--- src/common/vps_pkg.sv ---
// Purpose: Shared constants and types for the voice PCM serial port
// Assumes: 20 MHz APB clock, 32-bit APB data, byte addresses
// Notes:   Configuration word fields are laid out by the packed struct below
package vps_pkg;

    localparam int unsigned CLK_HZ    = 20_000_000;
    localparam int unsigned SAMPLE_HZ = 8_000;
    localparam int unsigned LINKS     = 3;
    localparam int unsigned POS_W     = 11;

    localparam logic [7:0] ADDR_CONFIG = 8'h00;
    localparam logic [7:0] ADDR_CLOCK  = 8'h04;
    localparam logic [7:0] ADDR_STATUS = 8'h08;

    localparam logic [31:0] CONFIG_RESET = 32'h0000_0000;
    localparam logic [31:0] CONFIG_MASK  = 32'h07FF_FFFF;
    // Half period 20 cycles (500 kHz), frame of 8 x 8 bits
    localparam logic [31:0] CLOCK_RESET  = 32'h0000_0814;

    localparam int unsigned CLK_HALF_LSB   = 0;
    localparam int unsigned CLK_SLIMIT_LSB = 8;
    localparam int unsigned STAT_FCNT_LSB  = 16;

    // Low-power clock source rates
    localparam int unsigned LP_HZ_0 = 128_000;
    localparam int unsigned LP_HZ_1 = 256_000;
    localparam int unsigned LP_HZ_2 = 512_000;
    localparam logic [7:0] LP_HALF_0 = 8'(CLK_HZ / (2 * LP_HZ_0));
    localparam logic [7:0] LP_HALF_1 = 8'(CLK_HZ / (2 * LP_HZ_1));
    localparam logic [7:0] LP_HALF_2 = 8'(CLK_HZ / (2 * LP_HZ_2));
    localparam logic [POS_W-1:0] LP_FRAME_0 = POS_W'(LP_HZ_0 / SAMPLE_HZ);
    localparam logic [POS_W-1:0] LP_FRAME_1 = POS_W'(LP_HZ_1 / SAMPLE_HZ);
    localparam logic [POS_W-1:0] LP_FRAME_2 = POS_W'(LP_HZ_2 / SAMPLE_HZ);

    localparam logic [POS_W-1:0] SYNC_LONG_BITS   = 11'h008;
    localparam logic [POS_W-1:0] SYNC_LONG16_BITS = 11'h010;

    typedef enum logic [1:0] {
        SYNC_LONG  = 2'h0,
        SYNC_SHORT = 2'h1,
        SYNC_GCI   = 2'h2,
        SYNC_RSVD  = 2'h3
    } vps_sync_type;

    typedef enum logic [1:0] {
        FMT_LIN13 = 2'h0,
        FMT_LIN16 = 2'h1,
        FMT_ULAW  = 2'h2,
        FMT_ALAW  = 2'h3
    } vps_fmt_type;

    typedef enum logic [1:0] {
        FILL_SIGN  = 2'h0,
        FILL_ZERO  = 2'h1,
        FILL_ATTEN = 2'h2,
        FILL_RSVD  = 2'h3
    } vps_fill_type;

    typedef enum logic [2:0] {
        ST_IDLE = 3'h1,
        ST_HUNT = 3'h2,
        ST_RUN  = 3'h4
    } vps_state_type;

    typedef struct packed {
        logic       en;
        logic [1:0] slot;
    } vps_link_map_type;

    // audio_port_config_word
    typedef struct packed {
        logic [4:0]                   rsvd;
        vps_link_map_type [LINKS-1:0] link;
        logic                         run;
        logic [1:0]                   lp_rate;
        logic                         long16;
        logic                         hi_rate;
        logic                         late_release;
        logic [2:0]                   atten;
        vps_fill_type                 fill;
        logic                         lsb_first;
        vps_fmt_type                  fmt;
        logic                         slot16;
        vps_sync_type                 sync_fmt;
        logic                         master;
    } vps_cfg_type;

    typedef struct packed {
        logic clk;
        logic sync;
        logic data;
    } vps_pin_in_type;

    typedef struct packed {
        logic clk_o;
        logic clk_oe;
        logic sync_o;
        logic sync_oe;
        logic data_o;
        logic data_oe;
    } vps_pin_out_type;

    typedef struct packed {
        logic [LINKS-1:0][15:0] sample;
    } vps_link_tx_type;

    typedef struct packed {
        logic [LINKS-1:0]       valid;
        logic [LINKS-1:0][15:0] sample;
    } vps_link_rx_type;

endpackage

--- src/logic/vps_voice_pcm_serial_port.sv ---
// Purpose: Synchronous PCM voice serial port, master or slave, up to three links
// Assumes: Bit clock well below pclk/4; pins are synchronised before use
// Notes:   Options take effect only when run is set again from idle
// Functional notes
// As master, drive bit clock and frame sync ourselves.
// As slave, far end supplies bit clock and sync; we follow them.
// Long sync: sync rising edge starts the sample word.
// Long sync master holds sync high eight bit periods per frame.
// Long sync slave accepts sync from one period to half a frame.
// Short sync: falling edge starts the word; sync high one period.
// Capture input on falling clock, launch output on rising clock; a long-sync or GCI slave launches its first bit on the fall that sees sync rise.
// Output release at falling edge in last bit, or next rising edge.
// Transfer in any subset of the first four slots after sync.
// At most three links, each in its own slot of the first four.
// Slots are 8 or 16 periods; 8-period slots carry 8-bit samples.
// Formats: 13-bit linear, 16-bit linear, mu-law, A-law.
// One sample per active slot per frame, 8 ksps.
// Bit order selectable, little or big endian.
// Spare bits in 16-period slots: sign, zeros or attenuation code.
// GCI mode gives access to the two 64 kbps B channels.
// GCI frame starts on sync rising edge, frames at 8 kHz.
// Samples move by hardware straight to and from the voice links.
// Low-power source offers 128, 256 or 512 kHz, sync 8 kHz.
// High-rate source with long sync: sync 8 or 16 periods.
// All options come from a config word loaded before starting; the high-rate half period and frame length come from the clock register.
// First slot starts right after frame start; slots follow gapless.
`timescale 1ns/10ps
module vps_voice_pcm_serial_port (
    input  wire logic                     pclk,
    input  wire logic                     presetn,
    input  wire logic                     psel,
    input  wire logic                     penable,
    input  wire logic                     pwrite,
    input  wire logic [7:0]               paddr,
    input  wire logic [31:0]              pwdata,
    output logic      [31:0]              prdata,
    output logic                          pready,
    output logic                          pslverr,
    input  wire vps_pkg::vps_pin_in_type  pin_in,
    output vps_pkg::vps_pin_out_type      pin_out,
    input  wire vps_pkg::vps_link_tx_type link_tx,
    output vps_pkg::vps_link_rx_type      link_rx,
    output logic                          frame_strobe
);
    import vps_pkg::*;

    vps_cfg_type       cfg_q, cfg_d, act_q, act_d;
    logic [31:0]       clk_reg_q, clk_reg_d, clk_act_q, clk_act_d;
    logic [31:0]       prdata_q, prdata_d;
    logic              pready_q, pready_d, pslverr_q, pslverr_d;
    vps_state_type     state_q, state_d;
    logic [POS_W-1:0]  pos_q, pos_d;
    logic [7:0]        div_q, div_d;
    logic              pend_q, pend_d, syncp_q, syncp_d, strobe_q, strobe_d;
    logic [15:0]       fcnt_q, fcnt_d, rx_sh_q, rx_sh_d;
    vps_link_tx_type   tx_hold_q, tx_hold_d;
    vps_link_rx_type   rx_q, rx_d;
    vps_pin_out_type   pin_q, pin_d;
    logic [2:0]        sy1_q, sy2_q;
    logic              bclk_prev_q, bclk, rise, fall, launch, start;
    logic [POS_W-1:0]  frame_last;
    logic [3:0]        fall_bit;

    function automatic logic slot_is8(input vps_cfg_type c);
        return (c.sync_fmt == SYNC_GCI) || !c.slot16;
    endfunction

    function automatic logic [3:0] bit_in_slot(input vps_cfg_type c, input logic [POS_W-1:0] p);
        return slot_is8(c) ? {1'b0, p[2:0]} : p[3:0];
    endfunction

    function automatic logic [3:0] slot_last(input vps_cfg_type c);
        return slot_is8(c) ? 4'h7 : 4'hF;
    endfunction

    // Returns {hit, link index} of the link owning the slot at position p
    function automatic logic [2:0] link_of(input vps_cfg_type c, input logic [POS_W-1:0] p);
        logic [POS_W-1:0] sl;
        logic [2:0]       r;
        sl = slot_is8(c) ? (p >> 3) : (p >> 4);
        r  = 3'h0;
        for (int i = LINKS - 1; i >= 0; i--) begin
            if (c.link[i].en && sl == {{(POS_W-2){1'b0}}, c.link[i].slot}) begin
                r = {1'b1, 2'(i)};
            end
        end
        return r;
    endfunction

    // bit order
    function automatic logic [3:0] bit_index(input vps_cfg_type c, input logic [3:0] b);
        return c.lsb_first ? b : (slot_last(c) - b);
    endfunction

    // spare bits fill
    function automatic logic [15:0] build_word(input vps_cfg_type c, input logic [15:0] s);
        logic [2:0] f3;
        logic [7:0] f8;
        f3 = (c.fill == FILL_SIGN) ? {3{s[12]}} : (c.fill == FILL_ATTEN) ? c.atten : 3'h0;
        f8 = (c.fill == FILL_SIGN) ? {8{s[7]}} : (c.fill == FILL_ATTEN) ? {5'h00, c.atten} : 8'h00;
        if (slot_is8(c)) begin
            return {8'h00, s[7:0]};
        end
        // sample formats
        case (c.fmt)
            FMT_LIN16: return s;
            FMT_LIN13: return {f3, s[12:0]};
            default:   return {f8, s[7:0]};
        endcase
    endfunction

    function automatic logic [15:0] extract(input vps_cfg_type c, input logic [15:0] w);
        if (slot_is8(c) || c.fmt == FMT_ULAW || c.fmt == FMT_ALAW) begin
            return {8'h00, w[7:0]};
        end
        return (c.fmt == FMT_LIN13) ? {{3{w[12]}}, w[12:0]} : w;
    endfunction

    // slot sizes; R10 one slot per link
    function automatic logic cfg_err(input vps_cfg_type c);
        logic e;
        e = (c.sync_fmt == SYNC_RSVD) || (c.fill == FILL_RSVD);
        e = e || (slot_is8(c) && (c.fmt == FMT_LIN13 || c.fmt == FMT_LIN16));
        for (int i = 0; i < LINKS; i++) begin
            for (int j = i + 1; j < LINKS; j++) begin
                e = e || (c.link[i].en && c.link[j].en && c.link[i].slot == c.link[j].slot);
            end
        end
        return e;
    endfunction

    // low-power rates; R20 high-rate frame
    function automatic logic [7:0] half_period(input vps_cfg_type c, input logic [31:0] k);
        logic [7:0] h;
        case (c.lp_rate)
            2'h0:    h = LP_HALF_0;
            2'h1:    h = LP_HALF_1;
            default: h = LP_HALF_2;
        endcase
        if (c.hi_rate) begin
            h = k[CLK_HALF_LSB +: 8];
        end
        return (h == 8'h00) ? 8'h01 : h;
    endfunction

    function automatic logic [POS_W-1:0] frame_len(input vps_cfg_type c, input logic [31:0] k);
        if (c.hi_rate) begin
            return {k[CLK_SLIMIT_LSB +: 8], 3'h0};
        end
        case (c.lp_rate)
            2'h0:    return LP_FRAME_0;
            2'h1:    return LP_FRAME_1;
            default: return LP_FRAME_2;
        endcase
    endfunction

    // APB slave: no wait states, answer registered in the setup cycle
    always_comb begin
        cfg_d     = cfg_q;
        clk_reg_d = clk_reg_q;
        prdata_d  = prdata_q;
        pready_d  = 1'b0;
        pslverr_d = 1'b0;
        if (psel && !penable) begin
            pready_d = 1'b1;
            case (paddr)
                ADDR_CONFIG: prdata_d = cfg_q;
                ADDR_CLOCK:  prdata_d = clk_reg_q;
                ADDR_STATUS: prdata_d = {fcnt_q, 13'h0, cfg_err(cfg_q),
                                         state_q == ST_RUN, state_q != ST_IDLE};
                default: begin
                    prdata_d  = 32'h0000_0000;
                    pslverr_d = 1'b1;
                end
            endcase
        end
        if (psel && penable && pready_q && pwrite) begin
            case (paddr)
                ADDR_CONFIG: cfg_d = vps_cfg_type'(pwdata & CONFIG_MASK);
                ADDR_CLOCK:  clk_reg_d = pwdata;
                default: ;
            endcase
        end
    end

    always_ff @(posedge pclk or negedge presetn) begin
        if (!presetn) begin
            cfg_q     <= vps_cfg_type'(CONFIG_RESET);
            clk_reg_q <= CLOCK_RESET;
            prdata_q  <= 32'h0000_0000;
            pready_q  <= 1'b0;
            pslverr_q <= 1'b0;
        end else begin
            cfg_q     <= cfg_d;
            clk_reg_q <= clk_reg_d;
            prdata_q  <= prdata_d;
            pready_q  <= pready_d;
            pslverr_q <= pslverr_d;
        end
    end

    // slave timing comes from the synchronised pins
    always_ff @(posedge pclk or negedge presetn) begin
        if (!presetn) begin
            sy1_q       <= 3'h0;
            sy2_q       <= 3'h0;
            bclk_prev_q <= 1'b0;
        end else begin
            sy1_q       <= pin_in;
            sy2_q       <= sy1_q;
            bclk_prev_q <= bclk;
        end
    end

    assign bclk       = act_q.master ? pin_q.clk_o : sy2_q[2];
    assign rise       = bclk && !bclk_prev_q && state_q != ST_IDLE;
    assign fall       = !bclk && bclk_prev_q && state_q != ST_IDLE;
    assign frame_last = frame_len(act_q, clk_act_q) - 11'h001;
    assign fall_bit   = bit_in_slot(act_q, start ? '0 : pos_q);

    always_comb begin
        logic [2:0]      hit;
        logic [3:0]      b;
        logic [15:0]     w;
        vps_link_tx_type src;
        hit       = 3'h0;
        b         = 4'h0;
        w         = 16'h0000;
        src       = tx_hold_q;
        state_d   = state_q;
        act_d     = act_q;
        clk_act_d = clk_act_q;
        pos_d     = pos_q;
        div_d     = div_q;
        pend_d    = pend_q;
        syncp_d   = syncp_q;
        pin_d     = pin_q;
        tx_hold_d = tx_hold_q;
        strobe_d  = 1'b0;
        fcnt_d    = fcnt_q;
        rx_sh_d   = rx_sh_q;
        rx_d      = rx_q;
        rx_d.valid = '0;
        launch    = 1'b0;
        start     = 1'b0;
        case (state_q)
            ST_IDLE: begin
                // options latched only when the port starts
                act_d     = cfg_q;
                clk_act_d = clk_reg_q;
                pos_d     = '1;
                pend_d    = 1'b0;
                div_d     = 8'h00;
                pin_d     = '0;
                if (cfg_q.run) begin
                    state_d = cfg_q.master ? ST_RUN : ST_HUNT;
                end
            end
            ST_HUNT, ST_RUN: begin
                if (!cfg_q.run) begin
                    state_d = ST_IDLE;
                end
            end
            default: state_d = ST_IDLE;
        endcase
        // master drives clock and sync
        if (state_q == ST_RUN && act_q.master) begin
            pin_d.clk_oe  = 1'b1;
            pin_d.sync_oe = 1'b1;
            if (div_q >= half_period(act_q, clk_act_q) - 8'h01) begin
                div_d       = 8'h00;
                pin_d.clk_o = !pin_q.clk_o;
            end else begin
                div_d = div_q + 8'h01;
            end
        end
        if (fall) begin
            syncp_d = sy2_q[1];
            if (!act_q.master) begin
                if (act_q.sync_fmt == SYNC_SHORT) begin
                    // high sync at a fall: next rising edge starts
                    pend_d = sy2_q[1];
                end else if (sy2_q[1] && !syncp_q) begin
                    // sync rise starts the word, any width
                    start = 1'b1;
                end
            end
        end
        // slots counted from frame start without gaps
        if (rise) begin
            pend_d = 1'b0;
            launch = act_q.master || pend_q || state_q == ST_RUN;
            if (act_q.master) begin
                pos_d = (pos_q >= frame_last) ? '0 : pos_q + 11'h001;
            end else if (pend_q) begin
                pos_d = '0;
            end else if (!(&pos_q)) begin
                pos_d = pos_q + 11'h001;
            end
        end
        if (start) begin
            launch = 1'b1;
            pos_d  = '0;
        end
        if (launch && state_q == ST_HUNT && pos_d == '0 && cfg_q.run) begin
            state_d = ST_RUN;
        end
        if (launch && state_d == ST_RUN) begin
            if (pos_d == '0) begin
                // one sample per link per frame, straight from the link
                src       = link_tx;
                tx_hold_d = link_tx;
                strobe_d  = 1'b1;
                fcnt_d    = fcnt_q + 16'h0001;
            end
            // launch on rising edge, or on the fall that sees a slave sync start, in owned slots
            hit           = link_of(act_q, pos_d);
            b             = bit_in_slot(act_q, pos_d);
            w             = build_word(act_q, src.sample[hit[1:0]]);
            pin_d.data_oe = hit[2];
            if (hit[2]) begin
                pin_d.data_o = w[bit_index(act_q, b)];
            end
            if (act_q.master) begin
                // long width, R6 short one period, R16 GCI one period
                case (act_q.sync_fmt)
                    SYNC_LONG:  pin_d.sync_o = pos_d < ((act_q.hi_rate && act_q.long16) ?
                                               SYNC_LONG16_BITS : SYNC_LONG_BITS);
                    SYNC_SHORT: pin_d.sync_o = pos_d == frame_last;
                    default:    pin_d.sync_o = pos_d == '0;
                endcase
            end
        end
        if (fall && (state_q == ST_RUN || start) && cfg_q.run) begin
            hit = link_of(act_q, start ? '0 : pos_q);
            b   = bit_in_slot(act_q, start ? '0 : pos_q);
            // early release during the last bit
            if (!act_q.late_release && pin_q.data_oe && b == slot_last(act_q) && !start) begin
                pin_d.data_oe = 1'b0;
            end
            if (hit[2]) begin
                // capture on falling edge
                w = (b == 4'h0) ? 16'h0000 : rx_sh_q;
                w[bit_index(act_q, b)] = sy2_q[0];
                rx_sh_d = w;
                if (b == slot_last(act_q)) begin
                    rx_d.sample[hit[1:0]] = extract(act_q, w);
                    rx_d.valid[hit[1:0]]  = 1'b1;
                end
            end
        end
    end

    always_ff @(posedge pclk or negedge presetn) begin
        if (!presetn) begin
            state_q   <= ST_IDLE;
            act_q     <= vps_cfg_type'(CONFIG_RESET);
            clk_act_q <= CLOCK_RESET;
            pos_q     <= '1;
            div_q     <= 8'h00;
            pend_q    <= 1'b0;
            syncp_q   <= 1'b0;
            pin_q     <= '0;
            tx_hold_q <= '0;
            strobe_q  <= 1'b0;
            fcnt_q    <= 16'h0000;
            rx_sh_q   <= 16'h0000;
            rx_q      <= '0;
        end else begin
            state_q   <= state_d;
            act_q     <= act_d;
            clk_act_q <= clk_act_d;
            pos_q     <= pos_d;
            div_q     <= div_d;
            pend_q    <= pend_d;
            syncp_q   <= syncp_d;
            pin_q     <= pin_d;
            tx_hold_q <= tx_hold_d;
            strobe_q  <= strobe_d;
            fcnt_q    <= fcnt_d;
            rx_sh_q   <= rx_sh_d;
            rx_q      <= rx_d;
        end
    end

    assign prdata       = prdata_q;
    assign pready       = pready_q;
    assign pslverr      = pslverr_q;
    assign pin_out      = pin_q;
    assign link_rx      = rx_q;
    assign frame_strobe = strobe_q;

    // Checks; helper counts rising edges while master sync is high
    logic [POS_W-1:0] sync_cnt_q;
    always_ff @(posedge pclk or negedge presetn) begin
        if (!presetn) begin
            sync_cnt_q <= '0;
        end else begin
            sync_cnt_q <= !pin_q.sync_o ? '0 : sync_cnt_q + POS_W'(rise);
        end
    end
endmodule // vps_voice_pcm_serial_port

--- config.mk ---
export PLATFORM = sky130hd
export DESIGN_NAME = vps_voice_pcm_serial_port
export DESIGN_NICKNAME = d
export VERILOG_FILES = /design/src/common/vps_pkg.sv /design/src/logic/vps_voice_pcm_serial_port.sv
export SDC_FILE = /design/constraint.sdc
export NUM_CORES = 1
export LEC_CHECK = 0
export BUFFER_PORTS_ARGS = -buffer_cell sky130_fd_sc_hd__buf_2
export CAP_MARGIN = 20
export CORE_AREA = 5 5 180 182
export DETAILED_ROUTE_END_ITERATION = 7
export DIE_AREA = 0 0 185 187
export PLACE_DENSITY_LB_ADDON = 0.05
export SLEW_MARGIN = 30
export SYNTH_ARGS = -nofsm -noshare
export SYNTH_HDL_FRONTEND = slang
export SYNTH_SLANG_ARGS = --single-unit
export TNS_END_PERCENT = 10
--- constraint.sdc ---
create_clock -name pclk -period 6.2 [get_ports pclk]
set_input_delay 1.55 -clock pclk [delete_from_list [all_inputs] [get_ports pclk]]
set_output_delay 1.55 -clock pclk [all_outputs]
set_load 0.05 [all_outputs]
# Yosys cells after proc, flatten, opt, wreduce, memory -nomap -nowiden
# Index checks and enable logic that the tools add are counted.
[classes]
n_eq_ne = 29
mux = 107
addsub = 7
n_reduce_logical = 75
magnitude_cmp = 9
[ops]
columns = ["operator", "n"]
rows = [
  ["16-bit 2-to-1 mux", 12],
  ["51-bit 2-to-1 mux", 3],
  ["11-bit 2-to-1 mux", 10],
  ["48-bit 2-to-1 mux", 2],
  ["32-bit case mux with 3 select lines", 1],
  ["8-bit 2-to-1 mux", 9],
  ["48-bit bitwise mux", 1],
  ["8-bit by 2-bit == test with 1-bit output", 6],
  ["3-bit 2-to-1 mux", 15],
  ["1-bit logical AND", 35],
  ["1-bit 2-to-1 mux", 34],
  ["16-bit binary-select mux with 2-bit select", 1],
  ["16-bit demux with 2-bit select", 1],
  ["16-bit case mux with 2 select lines", 1],
  ["7-bit case mux with 2 select lines", 2],
  ["4-bit 2-to-1 mux", 5],
  ["16-bit by 1-bit adder with 16-bit output, second input constant", 1],
  ["16-bit bitwise mux", 1],
  ["8-bit logical NOT", 2],
  ["2-bit == test, second input constant", 7],
  ["1-bit logical OR", 13],
  ["11-bit by 1-bit adder with 11-bit output, second input constant", 1],
  ["11-bit == test", 1],
  ["11-bit >= comparator", 1],
  ["37 further kinds", 62],
]
[totals]
wordCells = 291
regBits = 304
out_inout_bits = 92
input_bits = 96

# Depth between registers and ports, before layout
[depth]
ltp_word = 28
ltp_mapped = 24
depth_no_buf = 21

# Worst setup path before layout
# Ideal clock, no wire load.
[synth_path]
path_type = "flip-flop to flip-flop"
from = "register act_q[13] (netlist name)"
to = "register pin_q (netlist bit pin_out[1])"
required_ns = 6.105
path_stages_with_launch = 22
arrival_time_ns = 4.868
slack_ns = 1.236
cell_sequence = "dfrtp_1 clkbuf_1 buf_1 a21oi_1 ha_1 o21a_1 a32oi_1 ha_1 a21oi_1 o211a_1 a31oi_4 a21o_1 o32ai_2 nand4_1 a22oi_4 and3_1 buf_6 mux2_1 a311oi_1 o21a_1 a2111oi_2 o31ai_1"
[synth_rtl]
columns = ["item", "line_no", "rtl"]
rows = [
  ["start: declaration", "vps_voice_pcm_serial_port.sv:47", "vps_cfg_type cfg_q, cfg_d, act_q, act_d;"],
  ["start signal: assignment", "vps_voice_pcm_serial_port.sv:357", "act_q <= vps_cfg_type'(CONFIG_RESET);"],
  ["start signal: assignment", "vps_voice_pcm_serial_port.sv:371", "act_q <= act_d;"],
  ["end signal: assignment", "vps_voice_pcm_serial_port.sv:377", "pin_q <= pin_d;"],
  ["end: declaration", "vps_voice_pcm_serial_port.sv:58", "vps_pin_out_type pin_q, pin_d;"],
]

==> flow_metrics.py <==
metrics = {
    "outcome": {
        "outcome": "finished clean",
    },
    "route": {
        "dr.pass1.iters": 5,
        "drc": 0,
        "drt_iter0_markers": 1009,
        "routed_via_density": 5.72,
        "routed_wl_mm": 41.9,
        "via_count": 12500,
        "wl_per_cell_um": 19.1,
        "ant_nets": 0,
    },
    "final_layout": {
        "final_layout_size_suffix_gt1_share_pct": 24.1,
        "layout.area.seq_um2": 7600,
        "areaGrowthSynthToFinish_pct": 15.6,
        "multi_input_area_um2": 7530,
        "fin_cells": 2190,
        "fin_nets": 1888,
        "antenna_cells": 0,
        "fillers": 2666,
    },
    "floorplan": {
        "core_area_um2": 30400,
        "rows": 64,
        "fp.dieH_um": 187,
        "io_pins": 188,
        "start_util_pct": 51.3,
        "dieWidth_um": 185,
        "die_area_um2": 34600,
    },
    "global_route": {
        "grt_use_total_pct": 24.2,
        "grt_max_degree": 114,
        "antenna_found_initial": 0,
        "grt.overflow.total": 0,
        "grt_pass1_vias": 12500,
        "grt_pass1_wl_mm": 68.5,
    },
    "setup_path": {
        "start_kind": "flop",
        "cp_max_fo": 12,
        "crit_arrival_ns": 6.10,
        "worstPathRequired_ns": 6.62,
        "critical_path.max_stage_delay_ns": 0.54,
        "critPathCaptureType": "flop",
        "crit_type": "reg -> reg",
        "crit_chain": "nor3_1 -> a21oi_1 -> ha_1 -> o21a_1 -> a32oi_1 -> ha_1 -> a21oi_1 -> o211a_1 -> a31oi_4 -> a21o_1 -> o32ai_2 -> nand4_1 -> a22oi_4 -> and3_1 -> mux2_1 -> a311oi_1 -> o21a_1 -> a2111oi_2 -> o31ai_1",
        "crit_slowest_cell": "and3_1",
    },
    "timing": {
        "clock.fmax_mhz": 176,
        "fin_crit_sh_pct": 91.5,
        "fin_crit_ns": 5.67,
        "rsz0062_at_grt": "false",
        "finalSetupViolCount": 0,
        "hold_ws_ns": 0.359,
        "skew_ns": 0.0193,
        "slew_violations": 0,
        "relSlewSlack_pct": 28.9,
        "hold_violations": 0,
        "postLayoutSetupSlackWorst_ns": 0.526,
        "finalSetupTns_ns": 0,
        "worst_slew_pin_slew_ns": 1.06,
    },
    "placement": {
        "place_congestion": 0.904,
        "dp.final_hpwl_mm": 29.8,
        "post-place-ws_ns": 0.609,
        "placedCellCount": 2130,
        "io_buffers": 187,
    },
    "clocking": {
        "clk_latency_ns": 0.52,
        "cts_tree": "done",
        "cts.sinks": 303,
        "cts_made_buffers": 34,
        "clk_pin_slew_ns": 0.06,
        "clk_path_buf_depth": 3,
        "ctsResizeCount": 0,
        "postCtsSetupRepairBufs": 0,
        "cts_hold_buf": 0,
        "root_buffer": "clkbuf_16",
        "htreeDepth": 2,
    },
    "job": {
        "cap_viol_max_count": 0,
    },
    "worst_hold_path": {
        "hp-class": "reg -> reg",
    },
    "power": {
        "p_clk_share_pct": 48.3,
        "p_leak_uw": 0.00860,
        "p_seq_share_pct": 48.1,
        "p_switching_uw": 915,
        "swShare_pct": 21.8,
        "comb_power_share_pct": 3.7,
        "internal_power_uw": 3270,
        "power.density_nw_per_um2": 232,
        "ir_drop_mv": 0.183,
    },
    "logic_synthesis": {
        "avgSynthCellArea_um2": 9.70,
        "syn_nets": 1728,
        "ys_seq_area_share_pct": 48.7,
        "synthArstFlopShare_pct": 100,
        "synth_edf_count": 0,
        "yosysWarnings": 0,
        "synthFlopType": "dfrtp_1",
        "synth_seq_cells": 303,
        "ys_types": 94,
        "synth_area_um2": 15600,
        "syn-instance-count": 1610,
    },
}
[routing by layer]
layer  global-route usage (%)  share of wire (%)
met1                     35.0                 46
met3                     3.52                4.8
met4                     6.44                2.5
met2                     38.5                 47
met5                        0                  0
[cell families (layout without fill, tap and decap cells)]
| logic type | after synthesis | count (layout) | synth area share (%) |
|---|---|---|---|
| xor gates and xnor gates | 56 | 56 | 3.19 |
| adders and majority gates | 22 | 22 | 1.76 |
| buffers and inverters | 124 | 308 | 3.28 |
| and+or+nand+nor | 582 | 582 | 17.4 |
| DFF | 303 | 303 | 48.7 |
| AOI/OAI and AO/OA | 382 | 382 | 15.7 |
| muxes | 141 | 141 | 10.0 |
[cell usage in the layout (no fill, tap or decap), types with 15 or more instances in the layout]
| cell type | netlist | final |
|---|---|---|
| nand2_1 | 318 | 318 |
| dfrtp_1 | 285 | 285 |
| buf_2 | 12 | 186 |
| o21ai_0 | 135 | 134 |
| mux2_2 | 106 | 106 |
| nor2_1 | 83 | 83 |
| a21oi_1 | 82 | 82 |
| xnor2_1 | 36 | 36 |
| clkbuf_16 | 0 | 34 |
| inv_1 | 33 | 33 |
| nand3_1 | 33 | 33 |
| mux2i_1 | 30 | 30 |
| buf_4 | 3 | 24 |
| nand4_1 | 23 | 23 |
| a31oi_1 | 22 | 22 |
| a22oi_1 | 22 | 22 |
| ha_1 | 22 | 22 |
| xor2_1 | 19 | 19 |
| dfstp_2 | 18 | 18 |
| and3_1 | 16 | 16 |
| nand2b_1 | 17 | 15 |
[cell type report]
| class | instances | share of cell area [%] |
|---|---|---|
| inverter | 35 | 0.728 |
| clock buffer | 52 | 5.64 |
| multi-input combinational | 1183 | 41.7 |
| clock inverter | 8 | 0.603 |
| tap | 396 | 2.75 |
| timing repair buffer | 213 | 6.41 |
| sequential | 303 | 42.1 |
[worst paths after layout]
| path | startpoint | to | slack, ns | cells after the start |
|---|---|---|---|---|
| setup / recovery | act_q[16] | pin_out[1] | 0.53 | 19 |
| hold / removal | sy1_q[1] | sy2_q[1] | 0.36 | 0 |
| setup reg to reg | act_q[16] | pin_out[1] | 0.53 | 19 |
| hold reg to reg | sy1_q[1] | sy2_q[1] | 0.36 | 0 |
| max in group asynchronous | presetn | clk_reg_q[12] | 3.97 | 2 |
| min in group asynchronous | presetn | div_q[2] | 1.09 | 1 |
[Yosys cell counts (all sizes together), types with 19 or more instances]
library cell | n | area share [%]
buf | 29 | 0.99
ha | 22 | 1.8
mux2 | 109 | 7.9
nor2 | 86 | 2.1
inv | 35 | 0.84
a22oi | 24 | 1.3
nand2 | 320 | 7.7
mux2i | 31 | 2.0
o21ai | 142 | 4.6
xnor2 | 37 | 2.1
nand3 | 35 | 1.2
dfrtp | 285 | 46
a31oi | 24 | 1.2
a21oi | 82 | 2.6
xor2 | 19 | 1.1
clkbuf | 60 | 1.5
nand4 | 25 | 1.2
[per-stage QoR]
step | total power, µW | utilization, % | instance area, µm²
3_5_place_dp | 2210 | 55.5 | 16900
5_1_grt | 4340 | 59.3 | 18000
6_report | 4190 | 59.3 | 18000
3_3_place_gp | 2200 | 55.5 | 16900
4_1_cts | 4240 | 59.2 | 18000
2_1_floorplan | 2100 | - | 15600
[power by group through the flow]
stage	Combinational (µW)	Clock [µW]	Sequential, µW
after global routing	174	2150	2020
after global placement	155	0	2050
after detailed placement	157	0	2050
after floorplan	57.4	0	2050
final	153	2020	2010
after CTS	157	2070	2010
[worst max-delay path, delay by kind of cell (launching register included)]
kind / cells / cell delay (ns)
adders and majority gates: 2 / 0.55
AOI/OAI and AO/OA: 13 / 2.91
and+or+nand+nor: 3 / 1.30
muxes: 1 / 0.38
DFF: 1 / 0.42
No activity file was read; power rests on OpenSTA's default activity.
